==> config.mk <==
export PLATFORM = sky130hd
export DESIGN_NAME = aprs_routing_select
export DESIGN_NICKNAME = d
export VERILOG_FILES = /design/src/include/aprs_pkg.sv /design/src/rtl/aprs_sel_decode.sv /design/src/rtl/aprs_routing_select.sv
export SDC_FILE = /design/constraint.sdc
export NUM_CORES = 1
export LEC_CHECK = 0
export BUFFER_PORTS_ARGS = -buffer_cell sky130_fd_sc_hd__buf_4
export CAP_MARGIN = 0
export CORE_MARGIN = 2
export CORE_UTILIZATION = 50
export DETAILED_ROUTE_END_ITERATION = 6
export GPL_TIMING_DRIVEN = 0
export PLACE_DENSITY = 0.77
export SLEW_MARGIN = 0
export SYNTH_ARGS = -nofsm -noshare
export SYNTH_HDL_FRONTEND = slang
export SYNTH_SLANG_ARGS = --single-unit
export TNS_END_PERCENT = 1
==> constraint.sdc <==
create_clock -name clk -period 2.1 [get_ports clk]
set_input_delay 0.105 -clock clk [delete_from_list [all_inputs] [get_ports clk]]
set_output_delay 0.105 -clock clk [all_outputs]
set_load 0.02 [all_outputs]
==> src/include/aprs_pkg.sv <==
// shared constants and types of the audio pair routing select block
package aprs_pkg;

  // bus geometry: printed offsets are word indices, byte address is four times the index
  localparam int AXI_DATA_W = 32;
  localparam int AXI_ADDR_W = 18;
  localparam int SEL_W = 6;

  // register indices of the three selector banks
  localparam logic [15:0] IDX_CONV_IN = 16'hE080;
  localparam logic [15:0] IDX_CONV_RATE = 16'hE088;
  localparam logic [15:0] IDX_SER_OUT = 16'hE090;

  // bank sizes and converter grouping
  localparam int N_CONV_DEF = 8;
  localparam int N_SER_DEF = 12;
  localparam int GROUP_SIZE = 4;

  // selector field position and reset value
  localparam int SEL_LSB = 0;
  localparam logic [SEL_W-1:0] SEL_NONE = 6'h3F;

  // selector code boundaries
  localparam logic [SEL_W-1:0] SEL_SER_LAST = 6'h0B;
  localparam logic [SEL_W-1:0] SEL_DSP_FIRST = 6'h10;
  localparam logic [SEL_W-1:0] SEL_CONV_DSP_LAST = 6'h17;
  localparam logic [SEL_W-1:0] SEL_SPDIF = 6'h20;
  localparam logic [SEL_W-1:0] SEL_RATE_BASE = 6'h11;
  localparam logic [SEL_W-1:0] SEL_RATE_QUAD = 6'h13;
  localparam logic [SEL_W-1:0] SEL_OUT_DSP_LAST = 6'h1B;
  localparam logic [SEL_W-1:0] SEL_OUT_CONV_FIRST = 6'h20;
  localparam logic [SEL_W-1:0] SEL_OUT_CONV_LAST = 6'h27;

  // source kinds carried in a decoded route
  localparam logic [1:0] KIND_SERIAL = 2'h0;
  localparam logic [1:0] KIND_DSP = 2'h1;
  localparam logic [1:0] KIND_AUX = 2'h2; // spdif receiver, or internal rate in the rate bank
  localparam logic [1:0] KIND_CONV = 2'h3;

  // bank kinds of the decoder
  localparam int BANK_CONV_IN = 0;
  localparam int BANK_CONV_RATE = 1;
  localparam int BANK_SER_OUT = 2;

  // device variants
  localparam int VARIANT_INDEPENDENT = 0;
  localparam int VARIANT_GROUPED = 1;
  localparam int VARIANT_NO_CONV = 2;

  // axi response codes
  localparam logic [1:0] RESP_OKAY = 2'h0;
  localparam logic [1:0] RESP_SLVERR = 2'h2;

  // one decoded destination: valid, source kind, source index
  typedef struct packed {
    logic valid;
    logic [1:0] kind;
    logic [3:0] index;
  } aprs_route_type;

  localparam aprs_route_type ROUTE_NONE = '{valid: 1'b0, kind: 2'h0, index: 4'h0};

  typedef enum logic [1:0] {
    WR_COLLECT = 2'b01,
    WR_RESP = 2'b10
  } aprs_wr_state_type;

  typedef enum logic [1:0] {
    RD_IDLE = 2'b01,
    RD_DATA = 2'b10
  } aprs_rd_state_type;

endpackage : aprs_pkg

==> src/rtl/aprs_sel_decode.sv <==
`timescale 1ns/100ps
`default_nettype none
module aprs_sel_decode
  import aprs_pkg::*;
#(
  parameter int BANK = BANK_CONV_IN
) (
  input wire logic [SEL_W-1:0] code,
  input wire logic conv_present,
  output aprs_route_type route
);

  // undefined codes fall through to no route, same as the all-ones code
  always_comb begin
    route = ROUTE_NONE;
    case (BANK)
      BANK_CONV_IN: begin
        if (code <= SEL_SER_LAST) begin
          route = '{valid: 1'b1, kind: KIND_SERIAL, index: code[3:0]};
        end else if (code >= SEL_DSP_FIRST && code <= SEL_CONV_DSP_LAST) begin
          route = '{valid: 1'b1, kind: KIND_DSP, index: {1'b0, code[2:0]}};
        end else if (code == SEL_SPDIF) begin
          route = '{valid: 1'b1, kind: KIND_AUX, index: 4'h0};
        end
        if (!conv_present) begin
          route = ROUTE_NONE;
        end
      end
      BANK_CONV_RATE: begin
        if (code <= SEL_SER_LAST) begin
          route = '{valid: 1'b1, kind: KIND_SERIAL, index: code[3:0]};
        end else if (code == SEL_DSP_FIRST) begin
          route = '{valid: 1'b1, kind: KIND_DSP, index: 4'h0};
        end else if (code >= SEL_RATE_BASE && code <= SEL_RATE_QUAD) begin
          // index 0 internal_base_rate, 1 internal_double_rate, 2 internal_quad_rate
          route = '{valid: 1'b1, kind: KIND_AUX, index: {2'h0, 2'(code[1:0] - 2'h1)}};
        end
        if (!conv_present) begin
          route = ROUTE_NONE;
        end
      end
      BANK_SER_OUT: begin
        if (code >= SEL_DSP_FIRST && code <= SEL_OUT_DSP_LAST) begin
          route = '{valid: 1'b1, kind: KIND_DSP, index: code[3:0]};
        end else if (conv_present && code >= SEL_OUT_CONV_FIRST && code <= SEL_OUT_CONV_LAST) begin
          route = '{valid: 1'b1, kind: KIND_CONV, index: {1'b0, code[2:0]}};
        end
      end
      default: begin
        route = ROUTE_NONE;
      end
    endcase
  end

endmodule : aprs_sel_decode
`default_nettype wire

==> src/rtl/aprs_routing_select.sv <==
`timescale 1ns/100ps
`default_nettype none
module aprs_routing_select
  import aprs_pkg::*;
#(
  parameter int VARIANT = VARIANT_INDEPENDENT,
  parameter int N_CONV = N_CONV_DEF,
  parameter int N_SER = N_SER_DEF
) (
  input wire logic clk,
  input wire logic sys_rst,
  input wire logic [AXI_ADDR_W-1:0] s_axi_awaddr,
  input wire logic s_axi_awvalid,
  output logic s_axi_awready,
  input wire logic [AXI_DATA_W-1:0] s_axi_wdata,
  input wire logic [3:0] s_axi_wstrb,
  input wire logic s_axi_wvalid,
  output logic s_axi_wready,
  output logic [1:0] s_axi_bresp,
  output logic s_axi_bvalid,
  input wire logic s_axi_bready,
  input wire logic [AXI_ADDR_W-1:0] s_axi_araddr,
  input wire logic s_axi_arvalid,
  output logic s_axi_arready,
  output logic [AXI_DATA_W-1:0] s_axi_rdata,
  output logic [1:0] s_axi_rresp,
  output logic s_axi_rvalid,
  input wire logic s_axi_rready,
  output aprs_route_type [N_CONV-1:0] conv_in_route,
  output logic [N_CONV-1:0][2:0] conv_in_rate_ref,
  output aprs_route_type [N_CONV-1:0] conv_rate_route,
  output aprs_route_type [N_SER-1:0] ser_out_route
);

  localparam logic CONV_PRESENT = (VARIANT != VARIANT_NO_CONV);
  localparam logic GROUPED = (VARIANT == VARIANT_GROUPED);

  aprs_wr_state_type wr_state_ff;
  aprs_rd_state_type rd_state_ff;
  logic awready_ff;
  logic wready_ff;
  logic bvalid_ff;
  logic [1:0] bresp_ff;
  logic arready_ff;
  logic rvalid_ff;
  logic [1:0] rresp_ff;
  logic [AXI_DATA_W-1:0] rdata_ff;
  logic aw_held_ff;
  logic w_held_ff;
  logic [15:0] waddr_idx_ff;
  logic [SEL_W-1:0] wdata_ff;
  logic wstrb_ff;
  logic [SEL_W-1:0] conv_in_sel_ff [N_CONV];
  logic [SEL_W-1:0] conv_rate_sel_ff [N_CONV];
  logic [SEL_W-1:0] ser_out_sel_ff [N_SER];
  aprs_route_type [N_CONV-1:0] conv_in_route_ff;
  aprs_route_type [N_CONV-1:0] conv_rate_route_ff;
  aprs_route_type [N_SER-1:0] ser_out_route_ff;
  logic [N_CONV-1:0][2:0] conv_in_rate_ref_ff;
  aprs_route_type [N_CONV-1:0] nxt_conv_in_route;
  aprs_route_type [N_CONV-1:0] nxt_conv_rate_route;
  aprs_route_type [N_SER-1:0] nxt_ser_out_route;
  logic [N_CONV-1:0][2:0] nxt_conv_in_rate_ref;
  logic aw_take;
  logic w_take;
  logic wr_commit;
  logic ar_take;
  logic [15:0] rd_idx;

  // bank membership of a word index
  function automatic logic in_conv_in(input logic [15:0] idx);
    in_conv_in = (idx >= IDX_CONV_IN) && (idx < IDX_CONV_IN + 16'(N_CONV));
  endfunction : in_conv_in

  function automatic logic in_conv_rate(input logic [15:0] idx);
    in_conv_rate = (idx >= IDX_CONV_RATE) && (idx < IDX_CONV_RATE + 16'(N_CONV));
  endfunction : in_conv_rate

  function automatic logic in_ser_out(input logic [15:0] idx);
    in_ser_out = (idx >= IDX_SER_OUT) && (idx < IDX_SER_OUT + 16'(N_SER));
  endfunction : in_ser_out

  // handshakes of the bus channels
  assign aw_take = s_axi_awvalid && awready_ff;
  assign w_take = s_axi_wvalid && wready_ff;
  assign wr_commit = (wr_state_ff == WR_COLLECT) && aw_held_ff && w_held_ff;
  assign ar_take = s_axi_arvalid && arready_ff;
  assign rd_idx = s_axi_araddr[AXI_ADDR_W-1:2];

  // write channel sequencing: address and data are caught in either order
  always_ff @(posedge clk) begin
    if (sys_rst) begin
      wr_state_ff <= WR_COLLECT;
      bvalid_ff <= 1'b0;
      bresp_ff <= RESP_OKAY;
    end else begin
      case (wr_state_ff)
        WR_COLLECT: begin
          if (wr_commit) begin
            bvalid_ff <= 1'b1;
            bresp_ff <= (in_conv_in(waddr_idx_ff) || in_conv_rate(waddr_idx_ff) || in_ser_out(waddr_idx_ff))
                        ? RESP_OKAY : RESP_SLVERR;
            wr_state_ff <= WR_RESP;
          end
        end
        WR_RESP: begin
          if (s_axi_bready) begin
            bvalid_ff <= 1'b0;
            wr_state_ff <= WR_COLLECT;
          end
        end
        default: begin
          wr_state_ff <= WR_COLLECT;
        end
      endcase
    end
  end

  // capture of write address and data; readies drop once each is held
  always_ff @(posedge clk) begin
    if (sys_rst) begin
      aw_held_ff <= 1'b0;
      w_held_ff <= 1'b0;
      awready_ff <= 1'b0;
      wready_ff <= 1'b0;
      waddr_idx_ff <= 16'h0000;
      wdata_ff <= 6'h00;
      wstrb_ff <= 1'b0;
    end else begin
      if (aw_take) begin
        aw_held_ff <= 1'b1;
        waddr_idx_ff <= s_axi_awaddr[AXI_ADDR_W-1:2];
      end else if (wr_commit) begin
        aw_held_ff <= 1'b0;
      end
      if (w_take) begin
        w_held_ff <= 1'b1;
        wdata_ff <= s_axi_wdata[SEL_LSB +: SEL_W];
        wstrb_ff <= s_axi_wstrb[0];
      end else if (wr_commit) begin
        w_held_ff <= 1'b0;
      end
      awready_ff <= (wr_state_ff == WR_COLLECT) && !aw_held_ff && !aw_take;
      wready_ff <= (wr_state_ff == WR_COLLECT) && !w_held_ff && !w_take;
    end
  end

  // selector storage; only the six-bit selector field is stored, bits above it are reserved and dropped
  always_ff @(posedge clk) begin
    if (sys_rst) begin
      for (int i = 0; i < N_CONV; i++) begin
        conv_in_sel_ff[i] <= SEL_NONE;
        conv_rate_sel_ff[i] <= SEL_NONE;
      end
      for (int i = 0; i < N_SER; i++) begin
        ser_out_sel_ff[i] <= SEL_NONE;
      end
    end else if (wr_commit && wstrb_ff) begin
      if (in_conv_in(waddr_idx_ff)) begin
        conv_in_sel_ff[3'(waddr_idx_ff - IDX_CONV_IN)] <= wdata_ff;
      end
      if (in_conv_rate(waddr_idx_ff)) begin
        conv_rate_sel_ff[3'(waddr_idx_ff - IDX_CONV_RATE)] <= wdata_ff;
      end
      if (in_ser_out(waddr_idx_ff)) begin
        ser_out_sel_ff[4'(waddr_idx_ff - IDX_SER_OUT)] <= wdata_ff;
      end
    end
  end

  // read channel: one word per request, data registered with the answer
  always_ff @(posedge clk) begin
    if (sys_rst) begin
      rd_state_ff <= RD_IDLE;
      arready_ff <= 1'b0;
      rvalid_ff <= 1'b0;
      rresp_ff <= RESP_OKAY;
      rdata_ff <= 32'h00000000;
    end else begin
      case (rd_state_ff)
        RD_IDLE: begin
          arready_ff <= !ar_take;
          if (ar_take) begin
            rvalid_ff <= 1'b1;
            rd_state_ff <= RD_DATA;
            rresp_ff <= RESP_OKAY;
            rdata_ff <= 32'h00000000;
            if (in_conv_in(rd_idx)) begin
              rdata_ff[SEL_LSB +: SEL_W] <= conv_in_sel_ff[3'(rd_idx - IDX_CONV_IN)];
            end else if (in_conv_rate(rd_idx)) begin
              rdata_ff[SEL_LSB +: SEL_W] <= conv_rate_sel_ff[3'(rd_idx - IDX_CONV_RATE)];
            end else if (in_ser_out(rd_idx)) begin
              rdata_ff[SEL_LSB +: SEL_W] <= ser_out_sel_ff[4'(rd_idx - IDX_SER_OUT)];
            end else begin
              rresp_ff <= RESP_SLVERR;
            end
          end
        end
        RD_DATA: begin
          if (s_axi_rready) begin
            rvalid_ff <= 1'b0;
            arready_ff <= 1'b1;
            rd_state_ff <= RD_IDLE;
          end
        end
        default: begin
          rd_state_ff <= RD_IDLE;
        end
      endcase
    end
  end

  // one decoder per selector; grouped converters share their leader's rate code
  for (genvar i = 0; i < N_CONV; i++) begin : g_conv
    localparam int LEAD = GROUPED ? (i / GROUP_SIZE) * GROUP_SIZE : i;
    aprs_sel_decode #(.BANK(BANK_CONV_IN)) u_in_dec (
      .code(conv_in_sel_ff[i]),
      .conv_present(CONV_PRESENT),
      .route(nxt_conv_in_route[i])
    );
    aprs_sel_decode #(.BANK(BANK_CONV_RATE)) u_rate_dec (
      .code(conv_rate_sel_ff[LEAD]),
      .conv_present(CONV_PRESENT),
      .route(nxt_conv_rate_route[i])
    );
    assign nxt_conv_in_rate_ref[i] = 3'(LEAD);
  end

  for (genvar i = 0; i < N_SER; i++) begin : g_ser
    aprs_sel_decode #(.BANK(BANK_SER_OUT)) u_out_dec (
      .code(ser_out_sel_ff[i]),
      .conv_present(CONV_PRESENT),
      .route(nxt_ser_out_route[i])
    );
  end

  // decoded routes are registered so consumers see glitch-free selects
  always_ff @(posedge clk) begin
    if (sys_rst) begin
      conv_in_route_ff <= '{default: ROUTE_NONE};
      conv_rate_route_ff <= '{default: ROUTE_NONE};
      ser_out_route_ff <= '{default: ROUTE_NONE};
      conv_in_rate_ref_ff <= '0;
    end else begin
      conv_in_route_ff <= nxt_conv_in_route;
      conv_rate_route_ff <= nxt_conv_rate_route;
      ser_out_route_ff <= nxt_ser_out_route;
      conv_in_rate_ref_ff <= nxt_conv_in_rate_ref;
    end
  end

  // outputs straight from flip-flops
  assign s_axi_awready = awready_ff;
  assign s_axi_wready = wready_ff;
  assign s_axi_bvalid = bvalid_ff;
  assign s_axi_bresp = bresp_ff;
  assign s_axi_arready = arready_ff;
  assign s_axi_rvalid = rvalid_ff;
  assign s_axi_rresp = rresp_ff;
  assign s_axi_rdata = rdata_ff;
  assign conv_in_route = conv_in_route_ff;
  assign conv_rate_route = conv_rate_route_ff;
  assign ser_out_route = ser_out_route_ff;
  assign conv_in_rate_ref = conv_in_rate_ref_ff;

  // checks on a few lanes (converters 0, 1, 3, 4, 6, 7; serial outputs 0 and 4) stand for every lane
  in_serial_a: assert property (@(posedge clk) disable iff (sys_rst)
    (CONV_PRESENT && conv_in_sel_ff[0] <= SEL_SER_LAST) |=>
      conv_in_route_ff[0] == {1'b1, KIND_SERIAL, $past(conv_in_sel_ff[0][3:0])})
    else $error("converter input serial code decoded wrongly");

  in_dsp_a: assert property (@(posedge clk) disable iff (sys_rst)
    (CONV_PRESENT && conv_in_sel_ff[1] >= SEL_DSP_FIRST && conv_in_sel_ff[1] <= SEL_CONV_DSP_LAST) |=>
      conv_in_route_ff[1].valid && conv_in_route_ff[1].kind == KIND_DSP
      && conv_in_route_ff[1].index == {1'b0, $past(conv_in_sel_ff[1][2:0])})
    else $error("converter input dsp code decoded wrongly");

  in_spdif_a: assert property (@(posedge clk) disable iff (sys_rst)
    (CONV_PRESENT && conv_in_sel_ff[0] == SEL_SPDIF) |=>
      conv_in_route_ff[0] == {1'b1, KIND_AUX, 4'h0})
    else $error("spdif code not routed");

  sel_reset_a: assert property (@(posedge clk) disable iff (sys_rst)
    $past(sys_rst) |-> (conv_in_sel_ff[0] == SEL_NONE && ser_out_sel_ff[0] == SEL_NONE
      && conv_rate_sel_ff[0] == SEL_NONE && !conv_in_route_ff[0].valid && !ser_out_route_ff[0].valid))
    else $error("selectors not at none after reset");

  // sampled reset in the antecedent: the attempt at the release edge would still see reset values
  rate_group_a: assert property (@(posedge clk) disable iff (sys_rst)
    (GROUPED && !sys_rst) |-> ##1 (conv_rate_route_ff[3] == conv_rate_route_ff[0]
      && conv_rate_route_ff[7] == conv_rate_route_ff[4] && conv_in_rate_ref_ff[6] == 3'h4))
    else $error("grouped converter does not follow its leader");

  rate_internal_a: assert property (@(posedge clk) disable iff (sys_rst)
    (CONV_PRESENT && conv_rate_sel_ff[4] == SEL_RATE_QUAD) |=>
      conv_rate_route_ff[4] == {1'b1, KIND_AUX, 4'h2})
    else $error("quad rate code decoded wrongly");

  out_routes_a: assert property (@(posedge clk) disable iff (sys_rst)
    (ser_out_sel_ff[0] >= SEL_OUT_CONV_FIRST && ser_out_sel_ff[0] <= SEL_OUT_CONV_LAST) |=>
      ser_out_route_ff[0].valid == CONV_PRESENT
      && (!CONV_PRESENT || ser_out_route_ff[0].kind == KIND_CONV))
    else $error("serial output converter code decoded wrongly");

  undef_code_a: assert property (@(posedge clk) disable iff (sys_rst)
    (ser_out_sel_ff[4] > SEL_OUT_DSP_LAST && ser_out_sel_ff[4] < SEL_OUT_CONV_FIRST) |=>
      !ser_out_route_ff[4].valid)
    else $error("undefined code produced a route");

  no_conv_a: assert property (@(posedge clk) disable iff (sys_rst)
    !CONV_PRESENT |-> ##1 (!conv_in_route_ff[0].valid && !conv_rate_route_ff[0].valid))
    else $error("converter route active without converters");

  write_map_a: assert property (@(posedge clk) disable iff (sys_rst)
    (wr_commit && wstrb_ff && waddr_idx_ff == IDX_CONV_IN + 16'h0007) |=>
      conv_in_sel_ff[7] == $past(wdata_ff) && s_axi_bvalid && s_axi_bresp == RESP_OKAY)
    else $error("write to last input selector lost");

  read_zero_a: assert property (@(posedge clk) disable iff (sys_rst)
    ar_take |=> s_axi_rvalid && s_axi_rdata[AXI_DATA_W-1:SEL_W] == '0)
    else $error("read answer late or reserved bits set");

endmodule : aprs_routing_select
`default_nettype wire

### Yosys cells after proc, flatten, opt, wreduce, memory -nomap -nowiden

Memory sizes are Yosys's and may differ from the RTL's.
Index checks and enable logic that the tools add are counted.

* register bits: 264
* memory bits (writable): 168
* input port bits: 79
* output and inout port bits: 261
* memories kept: 3

* $add $sub $neg: 14
* $lt $le $gt $ge: 108
* eq/ne operators: 24
* mux-type cells: 120
* reductions and logical operators: 121

Memories
* ser_out_sel_ff: words 12, bits a word 6, read ports 13, clocked after memory_dff 0, wr ports 12, line aprs_routing_select.sv:55 `logic [SEL_W-1:0] ser_out_sel_ff [N_SER];`
* conv_in_sel_ff: words 8, bits a word 6, read ports 9, clocked after memory_dff 0, wr ports 8, line aprs_routing_select.sv:53 `logic [SEL_W-1:0] conv_in_sel_ff [N_CONV];`
* conv_rate_sel_ff: words 8, bits a word 6, read ports 9, clocked after memory_dff 0, wr ports 8, line aprs_routing_select.sv:54 `logic [SEL_W-1:0] conv_rate_sel_ff [N_CONV];`

Operators by type and width (count)
* $mux 7: 72
* $ge 6x5->1 const B: 28
* $le 6x5->1 const B: 28
* $ge 16x16->1 const B: 6
* $le 6x4->1 const B: 16
* $lt 16x16->1 const B: 6
* $ge 6x6->1 const B: 12
* $le 6x6->1 const B: 12
* $logic_and 1x1->1: 56
* $reduce_or 2->1: 28
* $eq 6x5->1 const B: 8
* $eq 6x6->1 const B: 8
* $reduce_or 3->1: 16
* $mux 6: 6
* $mux 1: 25
* $mux 24: 1
* $reduce_or 6->1: 3
* $mux 2: 8
* $sub 2x1->2 const B: 8
* $sub 3x1->3 const B: 4
* $reduce_and 2->1: 5
* $ne 2x2->1 const B: 4
* $pmux 2 s2: 2
* $reduce_bool 2->1: 4
* 9 further kinds: 21

### Logic depth before layout (Yosys ltp)

* depth after elaboration: 9
* depth in mapped cells: 8
* depth with buffers taken out: 6

### Hierarchy

A second synthesis with hierarchy kept.

* cell total of the unflattened synthesis: 1655
* area total of the unflattened synthesis: 19413.6 um^2

Modules (own cells, without submodules)
* aprs_routing_select: instances 1, cells an instance 1223, area each 15965.3 um^2
* aprs_sel_decode at g_conv[0].u_rate_dec ...: instances 8, cells an instance 21, area each 198.9 um^2
* aprs_sel_decode at g_ser[0].u_out_dec ...: instances 12, cells an instance 12, area each 86.3 um^2
* aprs_sel_decode at g_conv[0].u_in_dec ...: instances 8, cells an instance 15, area each 102.6 um^2

### Worst setup path after synthesis

No wires, ideal clock.

* kind: register to register
* from: register waddr_idx_ff[12]
* to: memory ser_out_sel_ff[6][0], enable pin
* setup time: 377 ps
* arrival: 1815 ps
* data required time: 1723 ps
* slack: -92 ps
* cell stages (with the launch flop): 6
* period minus slack after synthesis: 2192 ps
* path through: dfxtp_1 nor4b_1 and3_1 nand4_1 clkbuf_1 o21ai_0

RTL lines
* from (decl): line aprs_routing_select.sv:50 `logic [15:0] waddr_idx_ff;`
* from (signal assigned): line aprs_routing_select.sv:132 `waddr_idx_ff <= s_axi_awaddr[AXI_ADDR_W-1:2];`
* to (decl): line aprs_routing_select.sv:55

==> impl_results.md <==
- Crit path largest cell delay: 0.50 ns
- Max_cap viols: 0
- Worst-Margin Slew: 1.32 ns
- PortBufs: 261
- Initial antenna violation count: 1
- Vias per cell: 5.51
- Finished Layout Cells: 2285
- DIE AREA: 35000 um^2
- PD cells: 789 nW/um^2
- WP data arrival: 2.49 ns
- Initial DRC Count: 1135
- Clock sink total: 419
- Max Clock Freq: 0.453 GHz
- P_leak: 8.31 nW
- Slowest CP cell: nor2b_2
- Core Area: 33300 um^2
- Fin area: 21800 um^2
- Post-synth top cells: dfxtp_1 (227), edfxtp_1 (192), nand2_1 (125)
- Remaining Overflow, GRT: 0
- CTS root buf: clkbuf_16
- Final hold vios: 0
- Max-slew violations: 0
- Switching Fraction: 0.218
- DRT Wirelength: 46500 um
- Max Buffers Root-to-Sink: 3
- Switch Pwr: 3.74 mW
- Number of global-route vias before repair: 12194
- Htree depth: 2
- IO Count: 340
- TritonCTS clock tree: yes
- Critical Path RT: 2.38 ns
- Die span in y: 187 um
- Unrepaired setup endpoints after global routing: yes
- Worst-skew pair later-pin latency: 0.54 ns
- Outcome: finished with violations
- CP Class: register to register
- Post-place instance area: 19500 um^2
- Post-synth EDFFs: 192
- Die Span X: 187 um
- Final setup margin: -0.108 ns
- Tot Pwr: 17.2 mW
- End-of-flow core utilization: 0.654
- Layout cells sized above 1: 0.304
- Post-DR wirelength/cell: 20.3 um
- Most frequent cell after synthesis: dfxtp_1
- P&R area growth vs syn: 29.7%
- Yosys top cell by area: edfxtp_1
- Worst Path Buf+Inv: 2
- Failing checks: setup timing
- Int Pwr: 13.4 mW
- Yosys top cell area share: 0.344
- Antenna Nets Post-Route: 0
- Layout net count: 1893
- Period utilisation layout: 1.05
- Setup_tns: -4.93 ns
- R2R Setup Slk: -0.11 ns
- Family with the most delay on the worst path: simple AND/OR/NAND/NOR gates
- Most used DFF post-synth: dfxtp_1
- Synth warn: 0
- Count of cell types in the netlist: 50
- First-pass GRT wire length: 69100 um
- CP Launch Type: register
- Asr flop ratio synth: 0
- Syn avg cell area: 12.0 um^2
- Crit path capture type: register
- Top post-synthesis cells by area: edfxtp_1 (34%), dfxtp_1 (27%), mux4_2 (7.0%)
- Sequential share of power: 0.503
- Post-synthesis sequential area ratio: 0.615
- Mapped Cells: 1392
- Clock power share: 0.440
- Cts bufs inserted: 41
- Synthesized flop and latch total: 419
- Setup Skew: 0.0254 ns
- Site Rows: 67
- Router iterations before antenna repair: 5
- Final setup viols: 87
- Post-DP HPWL: 33200 um
- GRT Total Usage: 0.258
- Gate power share: 0.057
- GP Congestion: 0.897
- DRC: 0
- Starting Density: 0.504
- CTS clk-pin slew, worst paths: 0.06 ns
- Worst slew margin: 0.118
- CP max FO: 5
- Dpl cells: 2164
- Hold Path Class: input pin to register
- Crit path cell chain: nor2b_2 -> nand4_1 -> buf_6 -> clkbuf_16 -> or3_1
- Worst vdd ir: 556 uV
- Min Tclk post-route: 2.21 ns
- Largest net degree at the start of global routing: 15
- Netlist Area Pre-Place: 16800 um^2
- Vias: 12586
==> flip-flops by register name (all words and copies together), names as in the netlist <==
name / cells
ser_out_sel_ff: 96
ser_out_route: 72
conv_in_route: 56
conv_rate_route: 56
conv_in_sel_ff: 48
conv_rate_sel_ff: 48
waddr_idx_ff: 16
s_axi_rdata: 6
wdata_ff: 6
rd_state_ff: 2
wr_state_ff: 2
aw_held_ff: 1
conv_in_rate_ref: 1
s_axi_arready: 1
s_axi_awready: 1
s_axi_bresp: 1
s_axi_bvalid: 1
s_axi_rresp: 1
s_axi_rvalid: 1
s_axi_wready: 1
w_held_ff: 1
wstrb_ff: 1
==> power groups by stage <==
| stage | Clock (mW) | Sequential, mW | Combinational (mW) |
|---|---|---|---|
| 4_1_cts | 7.60 | 8.65 | 0.930 |
| 3_3_place_gp | 0 | 8.81 | 0.850 |
| 5_1_grt | 7.92 | 8.65 | 1.02 |
| 6_report | 7.56 | 8.65 | 0.973 |
| 2_1_floorplan | 0 | 8.82 | 0.521 |
| 3_5_place_dp | 0 | 8.82 | 0.864 |
==> routing by layer <==
| metal | wire, um | share of wire | up-vias | track usage |
|---|---|---|---|---|
| met5 | 0 | 0 | - | 0 |
| met4 | 2180 | 0.047 | 0 | 0.122 |
| met3 | 4710 | 0.10 | 131 | 0.0478 |
| li1 | - | - | 5662 | - |
| met2 | 21900 | 0.47 | 796 | 0.424 |
| met1 | 17700 | 0.38 | 5997 | 0.332 |
==> timing repair <==
| action | 4_1_cts | 5_1_grt |
|---|---|---|
| gates cloned | 0 | 1 |
| gates resized for setup | 49 | 76 |
| setup buffers | 10 | 2 |
| setup endpoints to repair | 368 | 326 |
| pin swaps | 6 | 4 |
| hold buffers | 33 | 0 |
| endpoints found under the hold margin | 29 | 0 |
==> worst min-delay path, stage by stage <==
cell	delay (ns)
buf_4	0.08
nand2_1	0.15
nand2_1	0.11
a21oi_1	0.05
==> cells by family after synthesis <==
family | synth area share
DFF | 0.615
buffers and inverters | 0.0529
and+or+nand+nor | 0.202
muxes | 0.0728
AOI/OAI and AO/OA | 0.0456
other | 0.000224
adders and majority gates | 0.0116
==> area by class of cell <==
class | count | area, um^2
Sequential cell | 419 | 10300
Antenna cell | 1 | 2.50
Tap cell | 448 | 561
Buffer | 133 | 805
Clock buffer | 59 | 1240
Inverter | 31 | 116
Multi-Input combinational cell | 871 | 6130
Timing Repair Buffer | 307 | 2430
Clock inverter | 16 | 166
Fill cell | 2391 | 11500
==> final timing paths <==
path / start / end / cells after the start
worst max-delay path: waddr_idx_ff[3] / ser_out_sel_ff[8][1] / 5
worst min-delay path: s_axi_awvalid / waddr_idx_ff[5] / 4
worst max register to register: waddr_idx_ff[3] / ser_out_sel_ff[8][1] / 5
worst min register to register: waddr_idx_ff[13] / waddr_idx_ff[13] / 2
==> stage by stage <==
step | setup slack, ns | hold WS (ns)
floorplan | -0.0830 | 0.241
global placement | -0.804 | 0.358
detailed placement | -0.836 | 0.363
CTS | -0.0713 | 0.00976
global route | -0.170 | 0.0724
finish | -0.108 | 0.0193
==> layout by cell type (no fill, tap or decap), types with 13 or more instances in the layout <==
| cell type | instances |
|---|---|
| a21oi_1 | 50 |
| and2_1 | 80 |
| and3_1 | 40 |
| buf_2 | 13 |
| buf_4 | 331 |
| clkbuf_1 | 50 |
| clkbuf_16 | 45 |
| conb_1 | 64 |
| dfxtp_1 | 225 |
| dlygate4sd3_1 | 33 |
| edfxtp_1 | 192 |
| inv_1 | 31 |
| mux4_2 | 52 |
| nand2_1 | 96 |
| nand2_2 | 27 |
| nand3b_1 | 14 |
| nor2_1 | 59 |
| nor3_1 | 32 |
| nor4_1 | 13 |
| o21ai_0 | 32 |
| or2_1 | 74 |
| or2_2 | 22 |
| or3_1 | 72 |
Note: power is estimated with default switching activity, not from simulation.
